--- src/design/sdram_cmd_map.vh ---
`ifndef SDRAM_CMD_MAP_VH
`define SDRAM_CMD_MAP_VH

// ----------------------------------------------------------------------------
// register map (Avalon word addresses, byte address = index * 4)
// ----------------------------------------------------------------------------
`define REG_CONTROL      2'h0
`define REG_COMMAND      2'h1
`define REG_STATUS       2'h2
`define REG_RDATA        2'h3

// control register fields
`define CTL_RDLAT_LO     0
`define CTL_RDLAT_HI     1
`define CTL_WRLAT_LO     2
`define CTL_WRLAT_HI     3
`define CTL_CLKEN        4
`define CTL_RESET        32'h0000_0010

// command register fields
`define CMD_OP_LO        0
`define CMD_OP_HI        2
`define CMD_XOPT         3
`define CMD_ADDR_LO      4
`define CMD_ADDR_HI      15
`define CMD_BANK_LO      16
`define CMD_BANK_HI      17
`define CMD_WDATA_LO     16
`define CMD_WDATA_HI     31

// command opcodes
`define OP_NOP           3'h0
`define OP_READ          3'h1
`define OP_WRITE         3'h2
`define OP_ROW_ACTIVATE_CMD          3'h3
`define OP_CLOSE_ALL     3'h4
`define OP_CLOSE_ONE     3'h5
`define OP_REFRESH       3'h6

// sdram pin codes {row, col, we}
`define PIN_NOP          3'h7
`define PIN_ROW_ACTIVATE_CMD         3'h3
`define PIN_READ         3'h5
`define PIN_WRITE        3'h4
`define PIN_PRECH        3'h2
`define PIN_BANK_REFRESH_CMD         3'h1

// timing
`define CAS_LATENCY      3'h3
`define ADDR_AP_BIT      10
`define BUSY_BIT         0
`define ZERO32           32'h0000_0000
`define LAT_MAX          3'h3

`endif

--- src/design/sync_edge.v ---
`timescale 1ns/1ns
// ----------------------------------------------------------------------------
// two-stage synchroniser with rising edge detect
// ----------------------------------------------------------------------------
module sync_edge
(
  input  wire ref_clk,
  input  wire srst,
  input  wire asyncIn,
  output reg  riseEdge
);
  reg       meta_q;
  reg       sync_q;
  reg       last_q;
  // marks when last_q holds a real pin sample, so that a pin already high
  // when reset ends is not taken for a rising edge
  reg [2:0] fill_q;

  always @(posedge ref_clk)
  begin
    if (srst)
    begin
      meta_q   <= 1'b0;
      sync_q   <= 1'b0;
      last_q   <= 1'b0;
      fill_q   <= 3'h0;
      riseEdge <= 1'b0;
    end
    else
    begin
      meta_q   <= asyncIn;
      sync_q   <= meta_q;
      last_q   <= sync_q;
      fill_q   <= {fill_q[1:0], 1'b1};
      riseEdge <= sync_q & ~last_q & fill_q[2];
    end
  end
endmodule // sync_edge

--- src/design/strobe_delay.v ---
`timescale 1ns/1ns
// ----------------------------------------------------------------------------
// delays a strobe by 0..3 memory clocks, shifting on each memory clock edge
// ----------------------------------------------------------------------------
module strobe_delay
(
  input  wire       ref_clk,
  input  wire       srst,
  input  wire       memEdge,
  input  wire [1:0] latency,
  input  wire       strobeIn,
  output wire       strobeOut
);
  reg [2:0] tap_q;

  always @(posedge ref_clk)
  begin
    if (srst)
      tap_q <= 3'h0;
    else if (memEdge)
      tap_q <= {tap_q[1:0], strobeIn};
  end

  assign strobeOut = (latency == 2'h0) ? strobeIn : tap_q[latency - 2'h1];
endmodule // strobe_delay

--- src/design/sdram_cmd_peripheral_transfer.v ---
`timescale 1ns/1ns
`include "sdram_cmd_map.vh"

// Overview of operation
// RQ1 - During SDRAM accesses the three shared strobes carry column strobe, write enable and row strobe in that pairing.
// RQ2 - The transfer strobe is raised on a read only when the source-side direct option is set.
// RQ3 - The transfer strobe is raised on a write only when the destination-side direct option is set.
// RQ4 - A direct read does not capture the returned SDRAM data.
// RQ5 - A direct write leaves the data bus undriven so the peripheral supplies the data.
// RQ6 - The read latency field delays the transfer strobe 0 to 3 memory clocks after the read data phase.
// RQ7 - The write latency field delays the transfer strobe 0 to 3 memory clocks after the write data phase.
// RQ8 - Reads use a CAS latency of three memory clocks and the SDRAM returns data then.
// RQ9 - A refresh command is issued distinct from all other commands.
// RQ10 - Activate, close-all-banks and close-one-bank commands are all provided.
// RQ11 - The clock-enable output exists only on the wide port instance; the narrow instance keeps the port and holds it low.
// RQ12 - All memory outputs change only on rising edges of the memory clock.
module sdram_cmd_peripheral_transfer
#(
  parameter WIDE_PORT = 1
)
(
  input  wire        ref_clk,
  input  wire        srst,
  input  wire [1:0]  avs_address,
  input  wire        avs_read,
  input  wire        avs_write,
  input  wire [31:0] avs_writedata,
  output reg  [31:0] avs_readdata,
  output reg         avs_waitrequest,
  input  wire        mem_clk_out,
  output reg         chip_select_n,
  output reg         shared_strobe_a,
  output reg         shared_strobe_b,
  output reg         shared_strobe_c,
  output reg  [1:0]  byte_lane_en,
  output reg  [11:0] mem_addr_bus,
  output reg  [1:0]  mem_bank_sel,
  input  wire [15:0] mem_data_in,
  output reg  [15:0] mem_data_out,
  output reg         mem_data_oe_n,
  output reg         sdram_clk_en,
  output reg         direct_xfer_strobe
);
  // --------------------------------------------------------------------------
  // states
  // --------------------------------------------------------------------------
  localparam ST_IDLE  = 4'b0001;
  localparam ST_ISSUE = 4'b0010;
  localparam ST_WAIT  = 4'b0100;
  localparam ST_DONE  = 4'b1000;

  reg  [3:0]  state_q;
  reg  [31:0] control_q;
  reg  [31:0] cmd_q;
  reg  [15:0] rdata_q;
  reg  [2:0]  wait_q;
  reg  [15:0] dataMeta_q;
  reg  [15:0] dataSync_q;
  reg         ack_q;
  wire        busTake;
  wire        busDone;
  wire        cmdWrite;
  wire        ctlWrite;
  wire        isRead;
  wire        isWrite;
  wire        isCloseAll;
  wire        isCloseOne;
  wire        rdPhase;
  wire        wrPhase;
  wire        memEdge;
  wire        rdStrobe;
  wire        wrStrobe;
  wire [2:0]  op;
  wire        xopt;

  assign op   = cmd_q[`CMD_OP_HI:`CMD_OP_LO];
  assign xopt = cmd_q[`CMD_XOPT];
  assign isRead     = (op == `OP_READ);
  assign isWrite    = (op == `OP_WRITE);
  assign isCloseAll = (op == `OP_CLOSE_ALL);
  assign isCloseOne = (op == `OP_CLOSE_ONE);

  function [2:0] pin_code;
    input [2:0] opc;
    begin
      case (opc)
        `OP_READ:      pin_code = `PIN_READ;
        `OP_WRITE:     pin_code = `PIN_WRITE;
        `OP_ROW_ACTIVATE_CMD:      pin_code = `PIN_ROW_ACTIVATE_CMD;     // RQ10
        `OP_CLOSE_ALL: pin_code = `PIN_PRECH;    // RQ10
        `OP_CLOSE_ONE: pin_code = `PIN_PRECH;    // RQ10
        `OP_REFRESH:   pin_code = `PIN_BANK_REFRESH_CMD;     // RQ9
        default:       pin_code = `PIN_NOP;
      endcase
    end
  endfunction

  // --------------------------------------------------------------------------
  // register bus decode
  // --------------------------------------------------------------------------
  // a request is taken in its first cycle and completed in its second
  assign busTake  = (avs_read | avs_write) & ~ack_q;
  assign busDone  = (avs_read | avs_write) & ack_q;
  assign ctlWrite = avs_write & busDone & (avs_address == `REG_CONTROL);
  assign cmdWrite = avs_write & busDone & (avs_address == `REG_COMMAND);

  // --------------------------------------------------------------------------
  // data phase decode
  // --------------------------------------------------------------------------
  // decoded from the state that the current memory edge acts on, so that a
  // zero latency puts the transfer strobe on the very edge of the data phase
  assign rdPhase = (state_q == ST_WAIT) & (wait_q == 3'h0);
  assign wrPhase = (state_q == ST_ISSUE) & isWrite;

  // --------------------------------------------------------------------------
  // read data capture
  // --------------------------------------------------------------------------
  // two flops deep before the sequencer reads it; the memory edge itself lags
  // the pin by three flops, so the word sampled is still that of the edge
  always @(posedge ref_clk)
  begin
    if (srst)
    begin
      dataMeta_q <= 16'h0;
      dataSync_q <= 16'h0;
    end
    else
    begin
      dataMeta_q <= mem_data_in;
      dataSync_q <= dataMeta_q;
    end
  end

  // --------------------------------------------------------------------------
  // memory clock edges
  // --------------------------------------------------------------------------
  sync_edge u_edge
  (
    .ref_clk  (ref_clk),
    .srst     (srst),
    .asyncIn  (mem_clk_out),
    .riseEdge (memEdge)
  );

  // --------------------------------------------------------------------------
  // transfer strobe latency
  // --------------------------------------------------------------------------
  strobe_delay u_rd_delay
  (
    .ref_clk   (ref_clk),
    .srst      (srst),
    .memEdge   (memEdge),
    .latency   (control_q[`CTL_RDLAT_HI:`CTL_RDLAT_LO]),
    .strobeIn  (rdPhase & xopt),
    .strobeOut (rdStrobe)
  ); // RQ2 RQ6

  strobe_delay u_wr_delay
  (
    .ref_clk   (ref_clk),
    .srst      (srst),
    .memEdge   (memEdge),
    .latency   (control_q[`CTL_WRLAT_HI:`CTL_WRLAT_LO]),
    .strobeIn  (wrPhase & xopt),
    .strobeOut (wrStrobe)
  ); // RQ3 RQ7

  // --------------------------------------------------------------------------
  // register bus: writes take effect when waitrequest is low
  // --------------------------------------------------------------------------
  always @(posedge ref_clk)
  begin
    if (srst)
    begin
      control_q       <= `CTL_RESET;
      avs_readdata    <= `ZERO32;
      avs_waitrequest <= 1'b1;
      ack_q           <= 1'b0;
    end
    else
    begin
      // one wait cycle per access, then a single low waitrequest
      ack_q           <= busTake;
      avs_waitrequest <= ~busTake;
      // read data is loaded in the taking cycle and then held until the next access
      if (busTake)
      begin
        case (avs_address)
          `REG_CONTROL: avs_readdata <= control_q;
          `REG_COMMAND: avs_readdata <= cmd_q;
          `REG_STATUS:  avs_readdata <= {31'h0, (state_q != ST_IDLE)};
          `REG_RDATA:   avs_readdata <= {16'h0, rdata_q};
          default:      avs_readdata <= `ZERO32;
        endcase
      end
      if (ctlWrite)
        control_q <= avs_writedata;
    end
  end

  // --------------------------------------------------------------------------
  // command sequencer, steps on memory clock edges except idle to issue, which a command write makes at once
  // --------------------------------------------------------------------------
  always @(posedge ref_clk)
  begin
    if (srst)
    begin
      state_q            <= ST_IDLE;
      cmd_q              <= `ZERO32;
      rdata_q            <= 16'h0;
      wait_q             <= 3'h0;
      chip_select_n      <= 1'b1;
      shared_strobe_a    <= 1'b1;
      shared_strobe_b    <= 1'b1;
      shared_strobe_c    <= 1'b1;
      byte_lane_en       <= 2'h0;
      mem_addr_bus       <= 12'h0;
      mem_bank_sel       <= 2'h0;
      mem_data_out       <= 16'h0;
      mem_data_oe_n      <= 1'b1;
      sdram_clk_en       <= 1'b0;
      direct_xfer_strobe <= 1'b0;
    end
    else
    begin
      // commands issued while busy are dropped; software polls status
      if (cmdWrite & (state_q == ST_IDLE))
      begin
        cmd_q   <= avs_writedata;
        state_q <= ST_ISSUE;
      end
      else if (memEdge)
      begin
        sdram_clk_en       <= (WIDE_PORT != 0) & control_q[`CTL_CLKEN]; // RQ11
        direct_xfer_strobe <= rdStrobe | wrStrobe; // RQ12
        chip_select_n      <= 1'b1;
        {shared_strobe_c, shared_strobe_a, shared_strobe_b} <= `PIN_NOP;
        case (state_q)
          ST_IDLE:
            mem_data_oe_n <= 1'b1;
          ST_ISSUE:
          begin
            chip_select_n <= 1'b0;
            // row, column, write enable order of the pin code
            {shared_strobe_c, shared_strobe_a, shared_strobe_b} <= pin_code(op); // RQ1 RQ12
            mem_addr_bus  <= cmd_q[`CMD_ADDR_HI:`CMD_ADDR_LO];
            mem_bank_sel  <= cmd_q[`CMD_BANK_HI:`CMD_BANK_LO];
            // the precharge bit picks all banks or only the bank addressed
            if (isCloseAll)
              mem_addr_bus[`ADDR_AP_BIT] <= 1'b1;
            if (isCloseOne)
              mem_addr_bus[`ADDR_AP_BIT] <= 1'b0;
            byte_lane_en  <= (isRead | isWrite) ? 2'h3 : 2'h0;
            if (isWrite)
            begin
              mem_data_out  <= cmd_q[`CMD_WDATA_HI:`CMD_WDATA_LO];
              mem_data_oe_n <= xopt; // RQ5
              state_q       <= ST_DONE;
            end
            else if (isRead)
            begin
              wait_q  <= `CAS_LATENCY - 3'h1; // RQ8
              state_q <= ST_WAIT;
            end
            else
              state_q <= ST_DONE;
          end
          ST_WAIT:
          begin
            if (wait_q == 3'h0)
            begin
              // data phase of the read; a direct read leaves the word to the peripheral
              if (!xopt)
                rdata_q <= dataSync_q; // RQ4
              state_q <= ST_DONE;
            end
            else
              wait_q <= wait_q - 3'h1;
          end
          ST_DONE:
          begin
            // let the latency pipe drain before the next command
            mem_data_oe_n <= 1'b1;
            byte_lane_en  <= 2'h0;
            if (wait_q == `LAT_MAX)
            begin
              wait_q  <= 3'h0;
              state_q <= ST_IDLE;
            end
            else
              wait_q <= wait_q + 3'h1;
          end
          default:
            state_q <= ST_IDLE;
        endcase
      end
    end
  end
endmodule // sdram_cmd_peripheral_transfer

--- config.mk ---
export PLATFORM = sky130hd
export DESIGN_NAME = sdram_cmd_peripheral_transfer
export DESIGN_NICKNAME = d
export VERILOG_FILES = /design/src/design/sync_edge.v /design/src/design/strobe_delay.v /design/src/design/sdram_cmd_peripheral_transfer.v
export VERILOG_INCLUDE_DIRS = /design/src /design/src/design
export SDC_FILE = /design/constraint.sdc
export NUM_CORES = 1
export LEC_CHECK = 0
export BUFFER_PORTS_ARGS = -buffer_cell sky130_fd_sc_hd__buf_4
export CORE_ASPECT_RATIO = 2
export CORE_MARGIN = 2
export CORE_UTILIZATION = 62
export CTS_BUF_LIST = sky130_fd_sc_hd__clkbuf_4 sky130_fd_sc_hd__clkbuf_8
export DETAILED_ROUTE_END_ITERATION = 16
export PLACE_DENSITY = 0.9
export SETUP_SLACK_MARGIN = 0.02
export SYNTH_ARGS = -nofsm -noshare
export SYNTH_HDL_FRONTEND = slang
export SYNTH_SLANG_ARGS = --single-unit
--- constraint.sdc ---
create_clock -name ref_clk -period 3.3 [get_ports ref_clk]
set_input_delay 0.33 -clock ref_clk [delete_from_list [all_inputs] [get_ports ref_clk]]
set_output_delay 0.33 -clock ref_clk [all_outputs]
set_load 0.01 [all_outputs]
Word-level counts from Yosys, hierarchy flattened
Cells that the tools add are included.
{ "word_totals": {"regBits": 205} }
{ "classes": {"n_mux": 31, "n_reduce_logical": 20, "eq_ne": 24, "order_cmp": 2, "bitwise": 21, "addsub": 4} }
{ "ops": {"columns": ["cell", "count"], "rows": [
  ["$pmux 32 s4", 1],
  ["$mux 4", 4],
  ["$pmux 4 s4", 1],
  ["$reduce_and 4->1", 4],
  ["$pmux 3 s5", 1],
  ["$and 1x1->1", 12],
  ["$mux 1", 12],
  ["$mux 3", 4],
  ["$ne 2x2->1 const B", 5],
  ["$eq 3x2->1 const B", 3],
  ["$eq 3x3->1 const B", 3],
  ["$pmux 3 s3", 1],
  ["$logic_not 2->1", 3],
  ["$lt 2x3->1 const B", 2],
  ["$mux 2", 3],
  ["$not 1->1", 6],
  ["$reduce_and 3->1", 2],
  ["$reduce_and 6->1", 1],
  ["$reduce_bool 2->1", 3],
  ["$reduce_or 2->1", 3],
  ["$reduce_and 5->1", 1],
  ["$bmux 1 s2", 2],
  ["$eq 2x2->1 const B", 2],
  ["$eq 4x1->1 const B", 1],
  ["other kinds (18)", 22]
]} }

Logic depth before layout (Yosys ltp)
{ "logic_depth": {"word_depth": 7, "depth_mapped": 9, "ltp_nobuf": 7} }

By module
From an unflattened synthesis, not the netlist that was laid out.
{ "unflattened": {"hier_cells": 836, "area_unflattened_um2": 7707.4} }
{ "modules_own_cells": {"columns": ["mod", "area_each_um2", "cells_per_inst", "instances"], "rows": [
  ["sdram_cmd_peripheral_transfer", 7181.9, 790, 1],
  ["strobe_delay", 162.7, 16, 2],
  ["sync_edge", 200.2, 14, 1]
]} }

Worst setup path before layout
OpenSTA, ideal clock, no wires.
{ "synth_path": {"path_type": "reg-to-reg", "from": "register state_q[2]", "to": "register shared_strobe_a", "arrival_time_ns": 1.929, "synth_period_minus_slack_ns": 2.047, "setup_time_ns": 0.119, "path_buffers": 4, "path_stages_with_launch": 10, "setup_slack_ns": 1.253, "cell_sequence": "dfxtp_1 > buf_2 > or4b_1 > buf_2 > or2_1 > clkbuf_1 > and2_1 > buf_2 > o22ai_1 > nand2_1"} }
{ "synth_via": {"elab_chain_len": 4, "elab_cells_between_ends": 6, "classes_between": "2 x eq/ne; 1 x mux; 2 x bitwise; 1 x reduce/logical"} }
{ "synth_rtl": {"columns": ["item", "line_no", "text"], "rows": [
  ["start, declared", "sdram_cmd_peripheral_transfer.v:52", "reg [3:0] state_q;"],
  ["start signal, assigned", "sdram_cmd_peripheral_transfer.v:208", "state_q <= ST_IDLE;"],
  ["start signal, assigned", "sdram_cmd_peripheral_transfer.v:230", "state_q <= ST_ISSUE;"],
  ["start signal, assigned", "sdram_cmd_peripheral_transfer.v:258", "state_q <= ST_DONE;"],
  ["$eq 4x1->1", "sdram_cmd_peripheral_transfer.v:227", "if (cmdWrite & (state_q == ST_IDLE))"],
  ["$and 1x1->1", "sdram_cmd_peripheral_transfer.v:227", null],
  ["$not 1->1 (no line)", null, null],
  ["$reduce_and 2->1 (no line)", null, null],
  ["end signal, assigned", "sdram_cmd_peripheral_transfer.v:237", "{shared_strobe_c, shared_strobe_a, shared_strobe_b} <= `PIN_NOP;"],
  ["end signal, assigned", "sdram_cmd_peripheral_transfer.v:245", "{shared_strobe_c, shared_strobe_a, shared_strobe_b} <= pin_code(op);"],
  ["end, declared", "sdram_cmd_peripheral_transfer.v:32", "output reg shared_strobe_a,"]
]} }
Several ways; a longest one is shown, not always the timed one.
A chain may end at the register's enable or synchronous reset.

Final worst setup path
{ "layout_path": {"from": "register state_q[2]", "to": "register rdata_q[7]"} }
{ "layout_via": {"elab_chain_len": 4, "elab_cells_between_ends": 5, "classes_between": "2 x eq/ne; 2 x bitwise; 1 x reduce/logical"} }
{ "layout_rtl": {"columns": ["item", "line_no", "text"], "rows": [
  ["$eq 4x1->1", "sdram_cmd_peripheral_transfer.v:227", null],
  ["$and 1x1->1", "sdram_cmd_peripheral_transfer.v:227", null],
  ["$not 1->1 (no line)", null, null],
  ["$reduce_and 5->1 (no line) (*)", null, null],
  ["end signal, assigned", "sdram_cmd_peripheral_transfer.v:274", "rdata_q <= dataSync_q;"],
  ["end, declared", "sdram_cmd_peripheral_transfer.v:55", "reg [15:0] rdata_q;"]
]} }
Mark *: on every way between the ends. The rest lies on a longest branch, timed or not.

==> results.tsv <==
stage	metric	value	unit
finish	end-of-flow core utilization	0.7717	
clock_tree	CTS tree	built	
clock_tree	Max clock buf depth	3	
flow_run	Max-cap violations	0	
clock_tree	total CTS buffers	26	
synthesis	Yosys top cell area share	0.5437	
synthesis	largest family of logic cells by synthesized area	simple AND/OR/NAND/NOR gates	
global_routing	grt total ovfl	0	
setup_path	FF-to-FF Start	state_q[2]	
detailed_routing	routed length on met3	1.298	mm
global_routing	maximum number of pins on one net before global-route repair	82	
synthesis	largest cells by area after synthesis	dfxtp_1 (54%), nand2_1 (13%), a21oi_1 (9.0%)	
finish	number of antenna cells inserted	0	
floorplanning	floorplan die area	0.01306	sq mm
detailed_routing	DRC	0	
finish	post-layout net count	1057	
sta	crit path time final	2.369	ns
placement	number of input and output port buffers inserted	126	
clock_tree	buffer cell driving the clock tree root	clkbuf_8	
detailed_routing	1st-iter DRT viols	433	
synthesis	area leader, netlist	dfxtp_1	
clock_tree	# clock sinks	204	
detailed_routing	met2 routed wirelength	9.998	mm
synthesis	proportion of synthesized chip area in sequential cells	0.5437	
global_routing	global-route wire length before repair	29.50	mm
run_status	result of the run	completed	
detailed_routing	remaining antenna violation count	0	
sta	relative max-transition margin	0.3943	
detailed_routing	post-route met1 wirelength	6.400	mm
synthesis	basic-gate share of the synthesized area counting and, or, nand and nor cells	0.2136	
detailed_routing	vias after detailed routing	6559	
floorplanning	die span in y	159.7	um
clock_tree	worst skew pair latency	0.53	ns
global_routing	antenna violations before repair	0	
setup_path	type of the worst setup path	reg2reg	
synthesis	Yosys warning total	0	
floorplanning	DIE WIDTH	81.83	um
clock_tree	H-tree depth reported by CTS	1	
floorplanning	Initial Utilization	0.6381	
placement	RePlAce Congestion	0.9786	
synthesis	combined area of all synthesized cells	0.007511	sq mm
finish	FILL cells	811	
sta	Finish-stage setup viols	0	
setup_path	data required time of the critical path	3.75	ns
sta	actual slew at the worst max-slew pin	0.9036	ns
detailed_routing	average wire per standard cell	15.84	um
setup_path	worst setup path startpoint	state_q[2]	
finish	signed area change from the synthesized netlist to the final layout	20.94	%
synthesis	Compound-Gate Fraction of Synth Area	0.1386	
pwr	total chip power	4.614	mW
min_path	worst hold start	mem_data_in[1]	
floorplanning	boundary pin count	127	
detailed_routing	highest metal used	met4	
synthesis	count of distinct cell types in the synthesized netlist	47	
floorplanning	total number of placement rows	56	
clock_tree	Setup Buffers After CTS	0	
synthesis	multiplexer share of the synthesized area	0.05381	
finish	share of cells above drive strength 1	0.1903	
placement	DP HPWL	11.99	mm
setup_path	arrival time at the worst endpoint	2.81	ns
setup_path	nature of the critical path endpoint	register	
synthesis	syn nets	947	
pwr	total power divided by cell area	507.9	mW/mm^2
synthesis	Mapped Cells	887	
global_routing	global router's overall resource usage	0.2825	
global_routing	via count of the first global-routing pass	6419	
sta	period utilisation layout	0.7179	
sta	final max-slew violation count	0	
synthesis	parity-gate share of the synthesized area counting xor and xnor cells	0.002332	
detailed_routing	via density per instance	5.659	
synthesis	Synth Area in Adders	0.008329	
setup_path	largest driver fanout on the critical path	16	
sta	final setup TNS	0	ns
floorplanning	core area	0.01177	sq mm
sta	final hold violation count	0	
sta	highest achievable clock rate	0.4221	GHz
sta	unrepaired setup endpoints after global routing	false	
synthesis	post-synthesis register bit count	204	
sta	final setup skew	0.008293	ns
detailed_routing	Initial DRT Pass Iterations	7	
detailed_routing	drt total wl	18.36	mm
synthesis	Mean Syn Cell Area	8.468	sq um
min_path	Worst Hold Class	in2reg	
pwr	standby leakage power	3.485	nW
clock_tree	clock-pin slew on the worst setup and hold paths	0.07	ns
pwr	VDD IR max	0.4213	mV
setup_path	startpoint type of the worst setup path	register	
==> kinds of logic (layout without fill, tap and decap cells) <==
logic type | after synthesis | after routing
and+or+nand+nor | 371 | 371
DFF | 204 | 204
AOI/OAI and AO/OA | 193 | 193
buffers and inverters | 73 | 200
muxes | 39 | 39
adders and majority gates | 5 | 5
xor gates and xnor gates | 2 | 2
==> per-stage QoR <==
stage | hold slack [ns] | cells | worst slack, ns | cell area [sq um]
6_report | 0.01248 | 1159 | 0.9309 | 9084
5_1_grt | 0.01718 | 1159 | 0.7372 | 9084
4_1_cts | 0.0006425 | 1159 | 0.9223 | 9084
2_1_floorplan | 0.4138 | 887 | 1.253 | 7511
3_3_place_gp | 0.4154 | 1108 | 0.9355 | 8482
3_5_place_dp | 0.4220 | 1108 | 0.8791 | 8482
==> cell type report <==
cell class / instances / area, sq um / share of cell area
clock buffers: 44 / 536.8 / 0.05909
clock inverters: 1 / 5.005 / 0.0005510
inverters: 11 / 41.29 / 0.004545
multi-input cells: 610 / 3139 / 0.3456
flip-flops and latches: 204 / 4084 / 0.4496
well taps: 145 / 181.4 / 0.01997
repair buffers: 144 / 1096 / 0.1207
==> final timing paths <==
check / end / slack [ns] / cells after the start
max reg2reg: rdata_q[7] / 0.93 / 5
min: dataMeta_q[1] / 0.01 / 2
max: rdata_q[7] / 0.93 / 5
min reg2reg: dataSync_q[3] / 0.43 / 1
==> flip-flops by register name, indices dropped and copies added (netlist names), 2 cells and up <==
signal	cells
u_rd_delay.tap_q	3
state_q	4
dataSync_q	16
mem_bank_sel	2
control_q	32
u_wr_delay.tap_q	3
dataMeta_q	16
u_edge.fill_q	3
wait_q	3
mem_data_out	16
rdata_q	16
mem_addr_bus	12
cmd_q	32
avs_readdata	32
==> report_power, final <==
part           internal (mW)  total (mW)  switching [mW]
Sequential              2.50        2.52          0.0183
Clock                   1.02        1.87           0.859
Combinational         0.0925       0.221           0.128
Total                   3.61        4.61            1.01
==> cells in the final DEF (no fill, tap or decap), types with 6 or more instances in the layout <==
master	n
dlygate4sd3_1	6
nor2_1	27
nand2b_1	8
buf_4	138
inv_1	10
a21oi_1	135
nor2b_1	38
dfxtp_1	204
nand2_1	269
clkbuf_4	11
o21ai_0	37
mux2i_1	37
clkbuf_8	33
==> per-layer routing <==
layer  global-route usage  vias to the layer above
met5                    0                        -
li1                     -                     3145
met1               0.3003                     3074
met3              0.05198                       61
met4               0.1356                        0
met2               0.5122                      279
==> what timing repair did <==
item | 4_1_cts | 5_1_grt
hold buffers | 6 | 0
hold endpoints to repair | 6 | 0
gates resized for setup | 0 | 0
==> worst max-delay path, cell delays in order, from the launching register on <==
cell	delay [ns]
dfxtp_1	0.51
nor4b_2	0.53
nand2_1	0.18
nor3_2	0.72
nand2_1	0.17
a21oi_1	0.18
==> synthesized netlist by cell type, drive strengths merged <==
cell	instances
a32oi	1
mux2	1
dfxtp	204
or3	2
a41oi	1
a311oi	2
o211ai	1
or4b	2
a31oi	1
clkinv	1
nor3b	2
o21ai	39
a2111oi	1
mux4	1
o22ai	3
and2	3
nor2b	38
or2	1
nor2	29
inv	10
nand4	2
nand2b	8
a21oi	135
nor4b	2
a22oi	1
nand2	269
a211oi	1
and3b	1
clkbuf	48
buf	14
nand3	5
and3	1
nor3	4
o2111ai	1
ha	5
nand4b	2
xnor2	2
a211o	4
a22o	2
mux2i	37
Power figures use the tool's default switching activity.
